## src/cstx_pkg.sv

```systemverilog
// Package: register map, field positions, reset values and types for the CAN status block
// How it works
// - Count messages: up on receive, down on release
// - Message count read-only, reset clears, five bits
// - Status register at offset two, read-only, live
// - Bit seven shows bus-off state
// - Bit six: any counter at warning limit
// - Bit five transmitting, bit four receiving
// - Bit three: last transmission completed
// - Bit two: transmit buffer released for software
// - Bit one: overrun sticky until clear command
// - Bit zero: message waiting in FIFO
// - Thirteen byte buffer, write 10h, read 60h
// - Byte zero frame info; standard/extended data start
// - Transmit counter: up on errors, down on success
// - Warning interrupt once, unless receive counter did
// - Above 127: error passive, passive interrupt unless receive counter already above 127
// - Above 255 without lone node: bus-off, reset mode, warning interrupt
// - Bus-off loads 127, counts 128 bus-free sequences
// - Reset mode during recovery freezes counter
// - Counter writable only in reset mode
// - Write 0..254 in bus-off clears flag
// - Write 255 schedules forced bus-off
// - Forced bus-off recovers through full sequence
package cstx_pkg;
    localparam logic [7:0] ADDR_STATUS = 8'h02;
    localparam logic [7:0] ADDR_TRANSMIT_ERROR_COUNTER = 8'h0F;
    localparam logic [7:0] ADDR_TXBUF_W = 8'h10;
    localparam logic [7:0] ADDR_RMC = 8'h1D;
    localparam logic [7:0] ADDR_TXBUF_R = 8'h60;
    localparam int TXBUF_LEN = 13;
    localparam logic [7:0] TXBUF_LAST = 8'h0C;
    localparam logic [7:0] SFF_DATA_IDX = 8'h03;
    localparam logic [7:0] EFF_DATA_IDX = 8'h05;
    localparam int FI_EFF_BIT = 7;
    localparam int FI_RTR_BIT = 6;
    localparam logic [7:0] PASSIVE_LIM = 8'h7F;
    localparam logic [7:0] RECOV_LOAD = 8'h7F;
    localparam logic [8:0] BUSOFF_LIM = 9'h0FF;
    localparam logic [7:0] FORCE_VAL = 8'hFF;
    localparam logic [7:0] EWL_RESET = 8'h60;
    localparam logic [7:0] ERRINC_STEP = 8'h08;
    localparam logic [4:0] RMC_RESET = 5'h00;
    localparam logic [1:0] RESP_OKAY = 2'h0;
    localparam logic [1:0] RESP_SLVERR = 2'h2;
    localparam int SR_BS = 7;
    localparam int SR_ES = 6;
    localparam int SR_TS = 5;
    localparam int SR_RS = 4;
    localparam int SR_TCS = 3;
    localparam int SR_TBS = 2;
    localparam int SR_DOS = 1;
    localparam int SR_RBS = 0;
    // Recovery state machine
    typedef enum logic [2:0] {
        CSTX_RUN = 3'b001,
        CSTX_BOFF = 3'b010,
        CSTX_FORCE = 3'b100
    } cstx_boff_t;
    // Protocol engine events, one-cycle pulses except the txActive and rxActive levels
    typedef struct packed {
        logic rxDone;
        logic rxLost;
        logic txOk;
        logic transmit_error_counter;
        logic txErrBit;
        logic busFree;
        logic txActive;
        logic rxActive;
        logic loneNode;
    } cstx_evt_t;
    // Software commands, one-cycle pulses except the resetMode level
    typedef struct packed {
        logic releaseRx;
        logic clearOverrun;
        logic txRequest;
        logic softReset;
        logic resetMode;
    } cstx_cmd_t;
endpackage : cstx_pkg

```

## src/cstx_transmit_error_counter.sv

```systemverilog
// Transmit error counter with bus-off entry and recovery
`timescale 1ns/1ps
module cstx_transmit_error_counter
    import cstx_pkg::*;
(
    // Clock and reset
    input wire logic clk,
    input wire logic rst,
    // Events and mode
    input wire cstx_evt_t evt,
    input wire logic resetMode,
    input wire logic [7:0] errorWarningLimit,
    input wire logic [7:0] rxErrCount,
    // Software write
    input wire logic wrEn,
    input wire logic [7:0] wrData,
    // State out
    output logic [7:0] count,
    output logic busOff,
    output logic passive,
    output logic enterResetMode,
    output logic warnEvent,
    output logic passiveEvent
);
    typedef struct packed {
        logic [7:0] cnt;
        cstx_boff_t st;
        logic pass;
        logic warnSeen;
        logic oneShot;
    } cstx_te_t;
    cstx_te_t st_ff, nxt_st;
    logic [8:0] sum;
    // Next-state logic for counter and bus-off
    always_comb begin
        nxt_st = st_ff;
        sum = {1'b0, st_ff.cnt};
        enterResetMode = 1'b0;
        warnEvent = 1'b0;
        passiveEvent = 1'b0;
        unique case (st_ff.st)
            CSTX_RUN: begin
                if (resetMode && wrEn) begin
                    if (wrData == FORCE_VAL) nxt_st.st = CSTX_FORCE;
                    else nxt_st.cnt = wrData;
                end else if (!resetMode) begin
                    if (evt.transmit_error_counter) sum = {1'b0, st_ff.cnt} + {1'b0, ERRINC_STEP};
                    else if (evt.txOk && st_ff.cnt != 8'h00) sum = {1'b0, st_ff.cnt} - 9'h001;
                    if (sum > BUSOFF_LIM && !evt.loneNode) begin
                        nxt_st.st = CSTX_BOFF;
                        nxt_st.cnt = RECOV_LOAD;
                        nxt_st.oneShot = 1'b0;
                        enterResetMode = 1'b1;
                        warnEvent = 1'b1;
                    end else begin
                        nxt_st.cnt = (sum > BUSOFF_LIM) ? 8'hFF : sum[7:0];
                        if (sum[7:0] > PASSIVE_LIM && !st_ff.pass) begin
                            nxt_st.pass = 1'b1;
                            passiveEvent = (rxErrCount <= PASSIVE_LIM);
                        end else if (sum[7:0] <= PASSIVE_LIM && rxErrCount <= PASSIVE_LIM) begin
                            nxt_st.pass = 1'b0;
                        end
                        if (sum[7:0] >= errorWarningLimit && !st_ff.warnSeen) begin
                            nxt_st.warnSeen = 1'b1;
                            warnEvent = (rxErrCount < errorWarningLimit);
                        end else if (sum[7:0] < errorWarningLimit) begin
                            nxt_st.warnSeen = 1'b0;
                        end
                    end
                end
            end
            CSTX_BOFF: begin
                if (resetMode) begin
                    if (wrEn && wrData != FORCE_VAL) begin
                        nxt_st.oneShot = 1'b1;
                        nxt_st.cnt = wrData;
                    // forced bus-off scheduled from bus-off too
                    end else if (wrEn) begin
                        nxt_st.st = CSTX_FORCE;
                        nxt_st.oneShot = 1'b0;
                    end
                end else if (evt.busFree) begin
                    if (st_ff.oneShot || st_ff.cnt == 8'h00) begin
                        nxt_st = '{cnt: 8'h00, st: CSTX_RUN, pass: 1'b0, warnSeen: 1'b0, oneShot: 1'b0};
                    end else begin
                        nxt_st.cnt = st_ff.cnt - 8'h01;
                    end
                end
            end
            CSTX_FORCE: begin
                // forced bus-off on leaving reset mode
                if (!resetMode) begin
                    nxt_st.st = CSTX_BOFF;
                    nxt_st.cnt = RECOV_LOAD;
                    nxt_st.oneShot = 1'b0;
                    enterResetMode = 1'b1;
                    warnEvent = 1'b1;
                end
            end
            default: nxt_st.st = CSTX_RUN;
        endcase
    end
    // State register
    always_ff @(posedge clk) begin
        if (rst) st_ff <= '{cnt: 8'h00, st: CSTX_RUN, pass: 1'b0, warnSeen: 1'b0, oneShot: 1'b0};
        else st_ff <= nxt_st;
    end
    assign count = st_ff.cnt;
    // an early recovery write drops the flag
    assign busOff = (st_ff.st == CSTX_BOFF) && !st_ff.oneShot;
    assign passive = st_ff.pass;
    boff_load_a: assert property (@(posedge clk) disable iff (rst)
        (!busOff ##1 busOff) |-> (st_ff.cnt == RECOV_LOAD))
        else $error("bus-off entry did not load recovery count");
    boff_freeze_a: assert property (@(posedge clk) disable iff (rst)
        (busOff && resetMode && !wrEn) |=> (st_ff.cnt == $past(st_ff.cnt)))
        else $error("counter moved during bus-off in reset mode");
    te_readonly_a: assert property (@(posedge clk) disable iff (rst)
        (st_ff.st == CSTX_RUN && !resetMode && wrEn && !evt.transmit_error_counter && !evt.txOk)
        |=> (st_ff.cnt == $past(st_ff.cnt)))
        else $error("counter written in operating mode");
endmodule : cstx_transmit_error_counter

```

## src/cstx_top.sv

```systemverilog
// CAN status, transmit buffer and transmit error counter behind AXI4-Lite
//
// Added by the designer: register access over AXI4-Lite.
`timescale 1ns/1ps
module cstx_top
    import cstx_pkg::*;
(
    // Clock and reset
    input wire logic clk,
    input wire logic rst,
    // AXI4-Lite write channels
    input wire logic [8:0] s_axi_awaddr,
    input wire logic s_axi_awvalid,
    output logic s_axi_awready,
    input wire logic [31:0] s_axi_wdata,
    input wire logic [3:0] s_axi_wstrb,
    input wire logic s_axi_wvalid,
    output logic s_axi_wready,
    output logic [1:0] s_axi_bresp,
    output logic s_axi_bvalid,
    input wire logic s_axi_bready,
    // AXI4-Lite read channels
    input wire logic [8:0] s_axi_araddr,
    input wire logic s_axi_arvalid,
    output logic s_axi_arready,
    output logic [31:0] s_axi_rdata,
    output logic [1:0] s_axi_rresp,
    output logic s_axi_rvalid,
    input wire logic s_axi_rready,
    // Protocol engine and command side
    input wire cstx_evt_t evt,
    input wire cstx_cmd_t cmd,
    input wire logic [7:0] errorWarningLimit,
    input wire logic [7:0] rxErrCount,
    // Results toward engine and interrupt logic
    output logic [7:0] txFrameInfo,
    output logic [7:0] txDataStart,
    output logic txPending,
    output logic busOffEnterReset,
    output logic errWarnPulse,
    output logic errPassivePulse,
    output logic clearRxErr
);
    typedef struct packed {
        logic [7:0] awAddr;
        logic awHave;
        logic [7:0] wData;
        logic wHave;
        logic awRdy;
        logic wRdy;
        logic bValid;
        logic [1:0] bResp;
        logic arReady;
        logic rValid;
        logic [31:0] rData;
        logic [1:0] rResp;
        logic [4:0] msgCnt;
        logic overrun;
        logic txDone;
        logic txLock;
        logic [7:0] statusQ;
        logic [7:0] dataStart;
        logic enterRst;
        logic warnP;
        logic passP;
        logic clrRx;
    } cstx_st_t;
    cstx_st_t st_ff, nxt_st;
    logic [7:0] txBuf_ff [TXBUF_LEN];
    logic [7:0] teCount;
    logic teBusOff;
    logic tePassive;
    logic teEnter;
    logic teWarn;
    logic tePass;
    logic wrFire;
    logic teWrite;
    logic bufWrite;
    logic [7:0] bufIdx;
    logic [7:0] statusNow;
    logic [7:0] rdIdx;
    logic [7:0] arIdx;
    logic [7:0] bufRead;
    // Counter and bus-off engine
    cstx_transmit_error_counter u_transmit_error_counter (
        .clk(clk),
        .rst(rst),
        .evt(evt),
        .resetMode(cmd.resetMode),
        .errorWarningLimit(errorWarningLimit),
        .rxErrCount(rxErrCount),
        .wrEn(teWrite),
        .wrData(st_ff.wData),
        .count(teCount),
        .busOff(teBusOff),
        .passive(tePassive),
        .enterResetMode(teEnter),
        .warnEvent(teWarn),
        .passiveEvent(tePass)
    );
    // Write decode, fires once both halves are held
    assign wrFire = st_ff.awHave && st_ff.wHave && !st_ff.bValid;
    assign teWrite = wrFire && st_ff.awAddr == ADDR_TRANSMIT_ERROR_COUNTER;
    assign bufIdx = st_ff.awAddr - ADDR_TXBUF_W;
    assign bufWrite = wrFire && st_ff.awAddr >= ADDR_TXBUF_W && bufIdx <= TXBUF_LAST && !st_ff.txLock;
    always_comb begin
        statusNow = 8'h00;
        statusNow[SR_BS] = teBusOff;
        statusNow[SR_ES] = (teCount >= errorWarningLimit) || (rxErrCount >= errorWarningLimit);
        statusNow[SR_TS] = evt.txActive;
        statusNow[SR_RS] = evt.rxActive;
        statusNow[SR_TCS] = st_ff.txDone;
        statusNow[SR_TBS] = !st_ff.txLock;
        statusNow[SR_DOS] = st_ff.overrun;
        statusNow[SR_RBS] = (st_ff.msgCnt != 5'h00);
    end
    assign arIdx = {1'b0, s_axi_araddr[8:2]};
    assign rdIdx = arIdx - ADDR_TXBUF_R;
    assign bufRead = txBuf_ff[rdIdx[3:0]];
    // Next-state logic for bus slave and flags
    always_comb begin
        nxt_st = st_ff;
        // Write address and data taken in either order
        if (s_axi_awvalid && st_ff.awRdy) begin
            nxt_st.awAddr = {1'b0, s_axi_awaddr[8:2]};
            nxt_st.awHave = 1'b1;
        end
        if (s_axi_wvalid && st_ff.wRdy) begin
            nxt_st.wData = s_axi_wdata[7:0];
            nxt_st.wHave = 1'b1;
            if (!s_axi_wstrb[0]) nxt_st.wData = 8'h00;
        end
        if (wrFire) begin
            nxt_st.bValid = 1'b1;
            nxt_st.bResp = RESP_OKAY;
            if (st_ff.awAddr == ADDR_STATUS || st_ff.awAddr == ADDR_RMC) nxt_st.bResp = RESP_OKAY;
            else if (!(teWrite || bufWrite)) nxt_st.bResp = RESP_SLVERR;
        end
        if (st_ff.bValid && s_axi_bready) begin
            nxt_st.bValid = 1'b0;
            nxt_st.awHave = 1'b0;
            nxt_st.wHave = 1'b0;
        end
        // Read channel, one cycle after address
        nxt_st.arReady = 1'b0;
        if (s_axi_arvalid && !st_ff.arReady && !st_ff.rValid) begin
            nxt_st.arReady = 1'b1;
            nxt_st.rValid = 1'b1;
            nxt_st.rResp = RESP_OKAY;
            nxt_st.rData = 32'h0000_0000;
            if (arIdx == ADDR_STATUS) nxt_st.rData[7:0] = statusNow;
            else if (arIdx == ADDR_TRANSMIT_ERROR_COUNTER) nxt_st.rData[7:0] = teCount;
            else if (arIdx == ADDR_RMC) nxt_st.rData[7:0] = {3'b000, st_ff.msgCnt};
            else if (arIdx >= ADDR_TXBUF_R && rdIdx <= TXBUF_LAST) nxt_st.rData[7:0] = bufRead;
            else nxt_st.rResp = RESP_SLVERR;
        end else if (st_ff.rValid && s_axi_rready) begin
            nxt_st.rValid = 1'b0;
        end
        if (evt.rxDone && !cmd.releaseRx) nxt_st.msgCnt = st_ff.msgCnt + 5'h01;
        else if (cmd.releaseRx && !evt.rxDone && st_ff.msgCnt != 5'h00) nxt_st.msgCnt = st_ff.msgCnt - 5'h01;
        if (evt.rxLost) nxt_st.overrun = 1'b1;
        else if (cmd.clearOverrun) nxt_st.overrun = 1'b0;
        if (evt.txOk) nxt_st.txDone = 1'b1;
        else if (cmd.txRequest) nxt_st.txDone = 1'b0;
        if (evt.txOk || teEnter) nxt_st.txLock = 1'b0;
        else if (cmd.txRequest) nxt_st.txLock = 1'b1;
        if (cmd.softReset) nxt_st.msgCnt = RMC_RESET;
        nxt_st.statusQ = statusNow;
        nxt_st.dataStart = txBuf_ff[0][FI_EFF_BIT] ? EFF_DATA_IDX : SFF_DATA_IDX;
        nxt_st.enterRst = teEnter;
        nxt_st.warnP = teWarn;
        nxt_st.passP = tePass;
        nxt_st.clrRx = teEnter;
        // Ready flags kept in flops so bus outputs come from registers
        nxt_st.awRdy = !nxt_st.awHave;
        nxt_st.wRdy = !nxt_st.wHave;
    end
    // State register
    always_ff @(posedge clk) begin
        if (rst) begin
            st_ff <= '0;
        end else begin
            st_ff <= nxt_st;
        end
    end
    always_ff @(posedge clk) begin
        if (rst) begin
            for (int i = 0; i < TXBUF_LEN; i++) begin
                txBuf_ff[i] <= 8'h00;
            end
        end else if (bufWrite) begin
            txBuf_ff[bufIdx[3:0]] <= st_ff.wData;
        end
    end
    // Registered outputs
    assign s_axi_awready = st_ff.awRdy;
    assign s_axi_wready = st_ff.wRdy;
    assign s_axi_bvalid = st_ff.bValid;
    assign s_axi_bresp = st_ff.bResp;
    assign s_axi_arready = st_ff.arReady;
    assign s_axi_rvalid = st_ff.rValid;
    assign s_axi_rdata = st_ff.rData;
    assign s_axi_rresp = st_ff.rResp;
    assign txFrameInfo = txBuf_ff[0];
    assign txDataStart = st_ff.dataStart;
    assign txPending = st_ff.txLock;
    assign busOffEnterReset = st_ff.enterRst;
    assign errWarnPulse = st_ff.warnP;
    assign errPassivePulse = st_ff.passP;
    assign clearRxErr = st_ff.clrRx;
    rmc_count_a: assert property (@(posedge clk) disable iff (rst)
        (evt.rxDone && !cmd.releaseRx && !cmd.softReset) |=> (st_ff.msgCnt == $past(st_ff.msgCnt) + 5'h01))
        else $error("message count did not rise on receive");
    ovr_sticky_a: assert property (@(posedge clk) disable iff (rst)
        (st_ff.overrun && !cmd.clearOverrun) |=> st_ff.overrun)
        else $error("overrun flag dropped without clear");
    rbs_track_a: assert property (@(posedge clk) disable iff (rst)
        (evt.rxDone && !cmd.releaseRx && !cmd.softReset) |=> statusNow[SR_RBS])
        else $error("message waiting bit wrong");
    tbs_lock_a: assert property (@(posedge clk) disable iff (rst)
        st_ff.txLock |=> $stable(txBuf_ff[0]))
        else $error("buffer written while locked");
    rmc_clear_a: assert property (@(posedge clk) disable iff (rst)
        cmd.softReset |=> st_ff.msgCnt == RMC_RESET)
        else $error("software reset left message count");
endmodule : cstx_top

```

## config.mk

```make
export PLATFORM = sky130hd
export DESIGN_NAME = cstx_top
export DESIGN_NICKNAME = d
export VERILOG_FILES = /design/src/cstx_pkg.sv /design/src/cstx_transmit_error_counter.sv /design/src/cstx_top.sv
export SDC_FILE = /design/constraint.sdc
export NUM_CORES = 1
export LEC_CHECK = 0
export ABC_CLOCK_PERIOD_IN_PS = 6600
export BUFFER_PORTS_ARGS = -buffer_cell sky130_fd_sc_hd__buf_2
export CELL_PAD_IN_SITES_DETAIL_PLACEMENT = 0
export CELL_PAD_IN_SITES_GLOBAL_PLACEMENT = 1
export CORE_UTILIZATION = 49
export CTS_BUF_LIST = sky130_fd_sc_hd__clkbuf_8
export DETAILED_ROUTE_END_ITERATION = 16
export PLACE_DENSITY = 0.88
export SLEW_MARGIN = 20
export SYNTH_ARGS = -nofsm -noshare
export SYNTH_HDL_FRONTEND = slang
export SYNTH_SLANG_ARGS = --single-unit
```

## constraint.sdc

```tcl
create_clock -name clk -period 6.6 [get_ports clk]
set_clock_uncertainty 0.05 [all_clocks]
set_input_delay 0.99 -clock clk [delete_from_list [all_inputs] [get_ports clk]]
set_output_delay 0.99 -clock clk [all_outputs]
set_load 0.01 [all_outputs]
```

---- Word-level counts from Yosys, hierarchy flattened ----
Memories as Yosys holds them, arrays and structs flattened.
Cells that the tools add are included.
word-level totals
  register bits ........................... 67
  latch bits .............................. 0
  memory bits (writable) .................. 104
  ROM bits ................................ 0
  input bits .............................. 91
  output and inout port bits .............. 62
  word-level logic and storage cells ...... 218
  memories ................................ 1
memories
  name      words  bits a word  rd ports  clocked after Yosys merged registers in  write ports  RTL line        text
  txBuf_ff  13     8            2         0                                        13           cstx_top.sv:69  logic [7:0] txBuf_ff [TXBUF_LEN];
operators by class
  add/sub/neg operators ................... 7
  multiply operators ...................... 0
  divide/modulo/power cells ............... 0
  $lt $le $gt $ge ......................... 13
  eq/ne operators ......................... 31
  shift-type cells ........................ 0
  mux-type cells .......................... 79
  bitwise logic cells ..................... 2
  reductions and logical operators ........ 60
operators with widths
  cell                                                                    count
  8-bit two-way mux                                                       11
  9-bit two-way mux                                                       5
  1-bit two-way mux                                                       34
  11-bit two-way mux                                                      3
  8-bit AND reduction                                                     4
  14-bit two-way mux                                                      2
  8-bit >= comparator                                                     3
  1-bit logical AND                                                       24
  8-bit case mux with 3 select lines                                      1
  3-bit two-way mux                                                       6
  8-bit by 4-bit <= comparator with 1-bit output (second input constant)  2
  8-bit by 7-bit <= comparator with 1-bit output (second input constant)  2
  8-bit less-than comparator                                              2
  2-bit two-way mux                                                       8
  3-bit != test (second input constant)                                   5
  7-bit by 2-bit equality test with 1-bit output (second input constant)  2
  7-bit by 4-bit equality test with 1-bit output (second input constant)  2
  7-bit by 5-bit equality test with 1-bit output (second input constant)  2
  1-bit logical NOT                                                       12
  2-bit != test (second input constant)                                   6
  5-bit two-way mux                                                       2
  2-bit nonzero test                                                      5
  8-bit by 4-bit adder with 9-bit output (second input constant)          1
  9-bit by 8-bit > comparator with 1-bit output (second input constant)   1
  other kinds (34)                                                        47

---- Logic depth before layout (Yosys ltp) ----
Gate-level depths: netlist (run 1).
  depth in word-level cells ............... 15
  mapped depth ............................ 14
  depth with buffers taken out ............ 13

---- By module ----
From an unflattened synthesis (run 1), not the netlist that was laid out.
second synthesis, totals
  cell total of the unflattened synthesis .. 972
  area, all modules ....................... 10124.7 sq um
modules (own cells, without submodules)
  module                       instances  cells each  area an instance (sq um)  sequential area each (sq um)
  cstx_top                     1          692         8120.3                    4314.1
  cstx_transmit_error_counter  1          280         2004.4                    280.3

---- Worst setup path before layout (run 1) ----
OpenSTA, ideal clock, no wires.
  path type ............................... reg-to-reg
  from .................................... register u_transmit_error_counter.st_ff, in the netlist u_transmit_error_counter.count[0]
  to ...................................... register u_transmit_error_counter.st_ff[1] (netlist name)
  library setup time ...................... 117 ps
  data arrival time ....................... 3101 ps
  required time ........................... 6433 ps
  slack ................................... 3332 ps
  stages on the path, launching flop included .. 15
  buffers on the path ..................... 1
  period minus slack after synthesis ...... 3268 ps
  path through ............................ dfxtp_1 > clkbuf_1 > inv_1 > ha_1 > nor4b_4 > a21oi_1 > mux2i_1 > inv_1 > ha_1 > nor2b_1 > o21a_1 > o21a_1 > o31ai_1 > a21oi_1 > a32o_1
between the ends
  longest elaborated chain between the ends .. 14
  elaborated cells on any way between the ends .. 25
  those cells by class .................... add/sub (2); order compare (3); eq/ne (3); mux (10); reduce/logical (7)
ends and longest elaborated chain
  element                                                                                               RTL line                            text
  from (decl)                                                                                           cstx_transmit_error_counter.sv:32   cstx_te_t st_ff, nxt_st;
  from (signal assigned)                                                                                cstx_transmit_error_counter.sv:105  if (rst) st_ff <= '{cnt: 8'h00, st: CSTX_RUN, pass: 1'b0, warnSeen: 1'b0, oneShot: 1'b0};
  from (signal assigned)                                                                                cstx_transmit_error_counter.sv:106  else st_ff <= nxt_st;
  parallel branches: the longest is 14 deep, another holds 8-bit by 1-bit subtractor with 9-bit output  n/a
Several ways; the timed one is not identified. The select of a mux whose other input is x is not followed.
A chain may end at the register's enable or synchronous reset.

---- Worst setup path in the final report (run 1) ----
Same ends and word-level chain as after synthesis.

==> flow_metrics.env, run 1 <==
export IMPL_run_status="completed"
export IMPL_finalHoldViolCount=0
export IMPL_chipWidth_um=142
export IMPL_fp_row_count=50
export IMPL_place_inst=1204
export IMPL_drive_gt1_frac=0.202
export IMPL_async_flop_share=0
export IMPL_setup_violations=0
export IMPL_synth_edf_count=104
export IMPL_postRouteWirelength_um=23300
export IMPL_fin_crit_ns=3.88
export IMPL_cts_tree="built"
export IMPL_gp_congestion=0.842
export IMPL_area_growth_pct=7.83
export IMPL_routed_via_count=7157
export IMPL_design_core_area_mm2=0.0189
export IMPL_critPathRequiredTime_ns=6.92
export IMPL_clock_root_buffer="clkbuf_8"
export IMPL_dieArea_mm2=0.0200
export IMPL_ys_types=83
export IMPL_synthCells=921
export IMPL_timing_slew_headroom=0.276
export IMPL_numCtsBuffers=17
export IMPL_cts_post_setup_buffers_inserted=0
export IMPL_grt_pass1_vias=6659
export IMPL_vias_per_cell=5.79
export IMPL_yosysMostFrequentCell="edfxtp_1"
export IMPL_grt_antenna_before_repair=0
export IMPL_clock_path_buffers=2
export IMPL_final_cells=1236
export IMPL_peakVddDrop_v=0.000138
export IMPL_globalRouteTotalUtil=0.245
export IMPL_yosysWarningCount=0
export IMPL_die_y_um=142
export IMPL_fmax_mhz=258
export IMPL_grt_max_degree=34
export IMPL_hold_class="register to register"
export IMPL_n_fill_cell=1689
export IMPL_synth_seq_cells=164
export IMPL_path_clk_slew_ns=0.09
export IMPL_p_leak_nw=3.85
export IMPL_path_class="register to register"
export IMPL_fin_nets=1087
export IMPL_final_setup_tns_ns=0
export IMPL_clock_latency_ns=0.48
export IMPL_p_per_area_mw_per_mm2=215
export IMPL_drc=0
export IMPL_synth_top_area_share=0.327
export IMPL_overflow=0
export IMPL_synth_top_area_cell="edfxtp_1"
export IMPL_netlist_top_cells_count="edfxtp_1, a21oi_1, and2_1"
export IMPL_multi_input_area_mm2=0.00462
export IMPL_maxSlewViolCount=0
export IMPL_drt_wirelength_per_cell_um=18.8
export IMPL_ios=153
export IMPL_hold_buffers=0
export IMPL_holdWs_ns=0.406
export IMPL_ant_nets=0
export IMPL_hpwl_um=16200
export IMPL_worstMarginPinSlew_ns=1.07
export IMPL_rsz0062_at_grt="false"
export IMPL_synth_flop_cell="edfxtp_1"
export IMPL_drtIter0Drc=779
export IMPL_n_antenna_cell=0
export IMPL_dr_pass1_iters=6
export IMPL_syn_mean_instance_area_um2=10.4
export IMPL_start_util=0.505
export IMPL_numClockSinks=164
export IMPL_cp_data_arrival_time_ns=4.20
export IMPL_h_tree_depth=4
export IMPL_cp_end_kind="register"
export IMPL_path_max_fanout=7
export IMPL_cts_resized=0
export IMPL_port_buffers=89
export IMPL_ff_latch_area_mm2=0.00432
export IMPL_maxCapViolCount=0
export IMPL_synth_area_mm2=0.00955
export IMPL_synth_area_leaders="edfxtp_1, dfxtp_1, mux4_2"
export IMPL_ys_seq_area_frac=0.453
export IMPL_startpoint_type="register"
export IMPL_fin_crit_sh=0.587
export IMPL_grt_pass1_wl_um=37000
==> layer usage <==
layer | up-vias | share of wire | track usage | routed length [µm]
met2 | 325 | 0.46 | 0.375 | 10700
met3 | 43 | 0.074 | 0.0418 | 1720
met5 | - | 0 | 0 | 0
li1 | 3425 | - | - | -
met1 | 3364 | 0.45 | 0.348 | 10400
met4 | 0 | 0.022 | 0.0894 | 508
==> layout by cell type (no fill, tap or decap), types with 31 or more instances in the layout <==
cell type  Yosys  layout
a21oi_1       78      78
and2_1        71      71
buf_2          8      89
conb_1         1      31
dfxtp_1       60      60
edfxtp_1     104     104
ha_1          32      32
nand2_1       41      41
nor2_1        51      51
nor3_1        46      46
o21ai_0       34      32
==> state kept, by name, indices dropped and copies added, names as in the netlist <==
register,cells
s_axi_rdata,8
u_transmit_error_counter.count,8
txPending,1
errPassivePulse,1
u_transmit_error_counter.st_ff,5
nxt_st,2
txDataStart,3
s_axi_arready,1
s_axi_rvalid,1
s_axi_awready,1
s_axi_bvalid,1
clearRxErr,1
st_ff,22
s_axi_bresp,1
s_axi_wready,1
errWarnPulse,1
u_transmit_error_counter.passive,1
txBuf_ff,104
s_axi_rresp,1
==> logic make-up (layout without fill, tap and decap cells) <==
family	count (synthesis)	after routing	share of synthesized area
simple gates	352	352	0.215
compound gates	195	195	0.133
flops	164	164	0.453
buf+inv	132	157	0.0758
mux	34	34	0.0699
fa+ha+maj	33	33	0.0440
xor+xnor	10	10	0.00918
other cells	1	31	0.000393
==> final cells by class <==
class                      count  area share
multi-input combinational    655       0.449
sequential                   164       0.420
timing repair buffer         101      0.0520
tap                          260      0.0316
clock buffer                  18      0.0241
clock inverter                14      0.0148
inverter                      24     0.00875
==> through the flow <==
stage	total power, W	instance area, µm²	setup slack (ns)	util
floorplan	0.00141	9660	3.33	-
global placement	0.00148	9890	2.78	0.523
detailed placement	0.00149	9890	2.74	0.523
CTS	0.00222	10300	2.78	0.544
global route	0.00231	10300	2.39	0.545
finish	0.00222	10300	2.72	0.545
==> critical path: stages, from the launching register on <==
cell and delay [ns]:
dfxtp_1 0.43, inv_1 0.19, ha_1 0.37, nor4b_4 0.57
a21oi_1 0.34, mux2i_1 0.33, inv_1 0.09, ha_1 0.29
nor2b_1 0.14, o21a_1 0.16, o21a_1 0.18, o31ai_1 0.31
a21oi_1 0.11, a32o_1 0.22
==> power breakdown <==
group	switching (W)	internal, W
clock network	0.000396	0.000351
logic	0.000182	0.000124
registers	0.0000371	0.00113
total	0.000616	0.00160
==> final timing paths <==
kind | startpoint | endpoint | slack (ns) | depth (start not counted)
max | u_transmit_error_counter.count[0]$_SDFFE_PP0P_ | u_transmit_error_counter.st_ff[1]$_SDFFE_PP0P_ | 2.72 | 13
min | s_axi_rdata[6]$_SDFFE_PP0P_ | s_axi_rdata[6]$_SDFFE_PP0P_ | 0.41 | 2
max reg2reg | u_transmit_error_counter.count[0]$_SDFFE_PP0P_ | u_transmit_error_counter.st_ff[1]$_SDFFE_PP0P_ | 2.72 | 13
min reg2reg | s_axi_rdata[6]$_SDFFE_PP0P_ | s_axi_rdata[6]$_SDFFE_PP0P_ | 0.41 | 2
Power figures use the tool's default switching activity.
==> run 2: changes to the inputs <==
--- a/config.mk
+++ b/config.mk
@@ -5,14 +5,15 @@
 export SDC_FILE = /design/constraint.sdc
 export NUM_CORES = 1
 export LEC_CHECK = 0
-export ABC_CLOCK_PERIOD_IN_PS = 6600
+export ABC_AREA = 1
+export ABC_CLOCK_PERIOD_IN_PS = 3400
 export BUFFER_PORTS_ARGS = -buffer_cell sky130_fd_sc_hd__buf_2
 export CELL_PAD_IN_SITES_DETAIL_PLACEMENT = 0
 export CELL_PAD_IN_SITES_GLOBAL_PLACEMENT = 1
-export CORE_UTILIZATION = 49
+export CORE_UTILIZATION = 40
 export CTS_BUF_LIST = sky130_fd_sc_hd__clkbuf_8
 export DETAILED_ROUTE_END_ITERATION = 16
-export PLACE_DENSITY = 0.88
+export PLACE_DENSITY = 0.79
 export SLEW_MARGIN = 20
 export SYNTH_ARGS = -nofsm -noshare
 export SYNTH_HDL_FRONTEND = slang
==> constraint.sdc (replaced) <==
create_clock -name clk -period 3.4 [get_ports clk]
set_clock_uncertainty 0.05 [all_clocks]
set_input_delay 0.51 -clock clk [delete_from_list [all_inputs] [get_ports clk]]
set_output_delay 0.51 -clock clk [all_outputs]
set_load 0.01 [all_outputs]
==> flow_metrics.env, run 2 <==
export IMPL_ant_nets=0
export IMPL_maxSlewViolCount=0
export IMPL_synth_area_leaders="edfxtp_1, dfxtp_1, nor2_1"
export IMPL_hold_buffers=0
export IMPL_synth_xor_area_frac=0.00892
export IMPL_cts_post_setup_buffers_inserted=0
export IMPL_postRouteWirelength_um=25700
export IMPL_finalHoldViolCount=0
export IMPL_worstMarginPinSlew_ns=0.753
export IMPL_cp_data_arrival_time_ns=3.27
export IMPL_synth_mux_area_frac=0
export IMPL_power_w=0.00533
export IMPL_design_core_area_mm2=0.0238
export IMPL_yosysMostFrequentCell="nor2_1"
export IMPL_synth_top_area_cell="edfxtp_1"
export IMPL_clock_root_buffer="clkbuf_8"
export IMPL_largest_register="txBuf_ff"
export IMPL_globalRouteTotalUtil=0.210
export IMPL_cts_tree="built"
export IMPL_ys_types=46
export IMPL_port_buffers=89
export IMPL_fin_crit_sh=0.877
export IMPL_top_regs="txBuf_ff: 128 flops, st_ff: 22 flops"
export IMPL_chipWidth_um=159
export IMPL_synth_flop_cell="edfxtp_1"
export IMPL_p_leak_nw=4.47
export IMPL_cts_resized=0
export IMPL_h_tree_depth=4
export IMPL_final_setup_tns_ns=0
export IMPL_fp_row_count=56
export IMPL_path_class="register to register"
export IMPL_area_growth_pct=10.6
export IMPL_synth_area_mm2=0.00982
export IMPL_syn_mean_instance_area_um2=8.90
export IMPL_startpoint_type="register"
export IMPL_netlist_top_cells_count="nor2_1, nand2_1, edfxtp_1"
export IMPL_dr_pass1_iters=6
export IMPL_ios=153
export IMPL_grt_pass1_vias=7475
export IMPL_largest_reg_flops=128
export IMPL_drive_gt1_frac=0.136
export IMPL_run_status="completed"
export IMPL_hpwl_um=18900
export IMPL_dieArea_mm2=0.0252
export IMPL_peakVddDrop_v=0.000213
export IMPL_timing_slew_headroom=0.497
export IMPL_drc=0
export IMPL_async_flop_share=0
export IMPL_n_antenna_cell=0
export IMPL_gp_congestion=0.862
export IMPL_fmax_mhz=335
export IMPL_clock_path_buffers=2
export IMPL_setup_violations=0
export IMPL_drtIter0Drc=710
export IMPL_synth_seq_cells=188
export IMPL_clock_latency_ns=0.46
export IMPL_synth_top_family_by_area="simple AND/OR/NAND/NOR gates"
export IMPL_numClockSinks=188
export IMPL_overflow=0
export IMPL_routed_via_count=7806
export IMPL_grt_antenna_before_repair=0
export IMPL_critPathRequiredTime_ns=3.69
export IMPL_synth_compound_area_share=0.135
export IMPL_synth_edf_count=128
export IMPL_hold_class="input port to register"
export IMPL_cp_end_kind="register"
export IMPL_final_common_cell="nor2_1"
export IMPL_maxCapViolCount=0
export IMPL_multi_input_area_mm2=0.00410
export IMPL_synth_adder_area_share=0.0428
export IMPL_synthCells=1103
export IMPL_ys_seq_area_frac=0.514
export IMPL_fin_nets=1321
export IMPL_grt_pass1_wl_um=40800
export IMPL_drt_wirelength_per_cell_um=16.8
export IMPL_rsz0062_at_grt="false"
export IMPL_numCtsBuffers=17
export IMPL_fin_crit_ns=2.98
export IMPL_ff_latch_area_mm2=0.00504
export IMPL_grt_max_degree=39
export IMPL_synth_simple_area_share=0.209
export IMPL_start_util=0.414
export IMPL_path_max_fanout=4
export IMPL_synth_top_area_share=0.391
export IMPL_vias_per_cell=5.11
export IMPL_n_fill_cell=2349
export IMPL_p_per_area_mw_per_mm2=491
export IMPL_path_clk_slew_ns=0.11
export IMPL_final_cell_mix="nor2_1, nand2_1, edfxtp_1, inv_1, buf_2"
export IMPL_die_y_um=159
export IMPL_yosysWarningCount=0
run 2: cell types whose count changed after synthesis, moves of 26 or more:
| cell | delta |
|---|---|
| nor2_1 | +160 |
| o21ai_0 | +37 |
| inv_1 | +78 |
| and2_1 | -71 |
| nor3_1 | -35 |
| mux4_2 | -26 |
| o22ai_1 | +39 |
| nand2_1 | +111 |
run 2: metal layers:
layer	GRT usage	up-vias	wire length, µm
li1	-	3872	-
met1	0.298	3598	11800
met2	0.326	306	11600
met3	0.0402	30	1920
met4	0.0583	0	410
met5	0	-	0
run 2: worst paths after layout:
path | depth (start not counted) | endpoint | from | slack, ns
setup / recovery | 15 | u_transmit_error_counter.st_ff[1]$_SDFFE_PP0P_ | u_transmit_error_counter.count[1]$_SDFFE_PP0P_ | 0.42
hold reg to reg | 2 | s_axi_rdata[3]$_SDFFE_PP0P_ | s_axi_rdata[3]$_SDFFE_PP0P_ | 0.42
hold / removal | 2 | s_axi_rvalid$_SDFFE_PP0P_ | s_axi_rready | 0.19
setup reg to reg | 15 | u_transmit_error_counter.st_ff[1]$_SDFFE_PP0P_ | u_transmit_error_counter.count[1]$_SDFFE_PP0P_ | 0.42
run 2: cell families (layout without fill, tap and decap cells):
family | after synthesis | in the layout
AOI/OAI and AO/OA | 231 | 231
xor gates and xnor gates | 10 | 10
adders and majority gates | 33 | 33
buffers and inverters | 185 | 238
DFF | 188 | 188
other | 1 | 55
and+or+nand+nor | 455 | 455
run 2: area by class of cell:
type                    count  area share
repair buffers            100      0.0486
well taps                 319      0.0367
clock inverters            15      0.0147
inverters                 106      0.0366
flip-flops and latches    188       0.464
clock buffers              17      0.0215
multi-input cells         784       0.377
run 2: critical path: stages (launching register included):
cell and delay (ns):
dfxtp_1 0.37, inv_1 0.14, ha_1 0.23, nand2_1 0.11, o21ai_0 0.38, a21oi_1 0.12, nand2_1 0.18, nand2_1 0.13
ha_1 0.33, nand2_1 0.10, nor2_1 0.05, a211oi_1 0.24, nand2_1 0.09, o21bai_1 0.17, nand3b_1 0.13, a21oi_1 0.06
run 2: through the flow:
stage | cell area, µm² | std cells | utilization | setup slack (ns) | hold WS (ns)
floorplan | 10000 | 1157 | - | 0.920 | 0.387
global placement | 10500 | 1497 | 0.441 | 0.477 | 0.401
detailed placement | 10500 | 1497 | 0.441 | 0.445 | 0.404
CTS | 10900 | 1529 | 0.457 | 0.436 | 0.169
global route | 10900 | 1529 | 0.457 | 0.0541 | 0.171
finish | 10900 | 1529 | 0.457 | 0.419 | 0.188
run 2: power breakdown:
| group | total [W] | internal (W) | switching [W] |
|---|---|---|---|
| sequential | 0.00270 | 0.00257 | 0.000123 |
| clock | 0.00149 | 0.000607 | 0.000879 |
| combinational | 0.00115 | 0.000382 | 0.000767 |
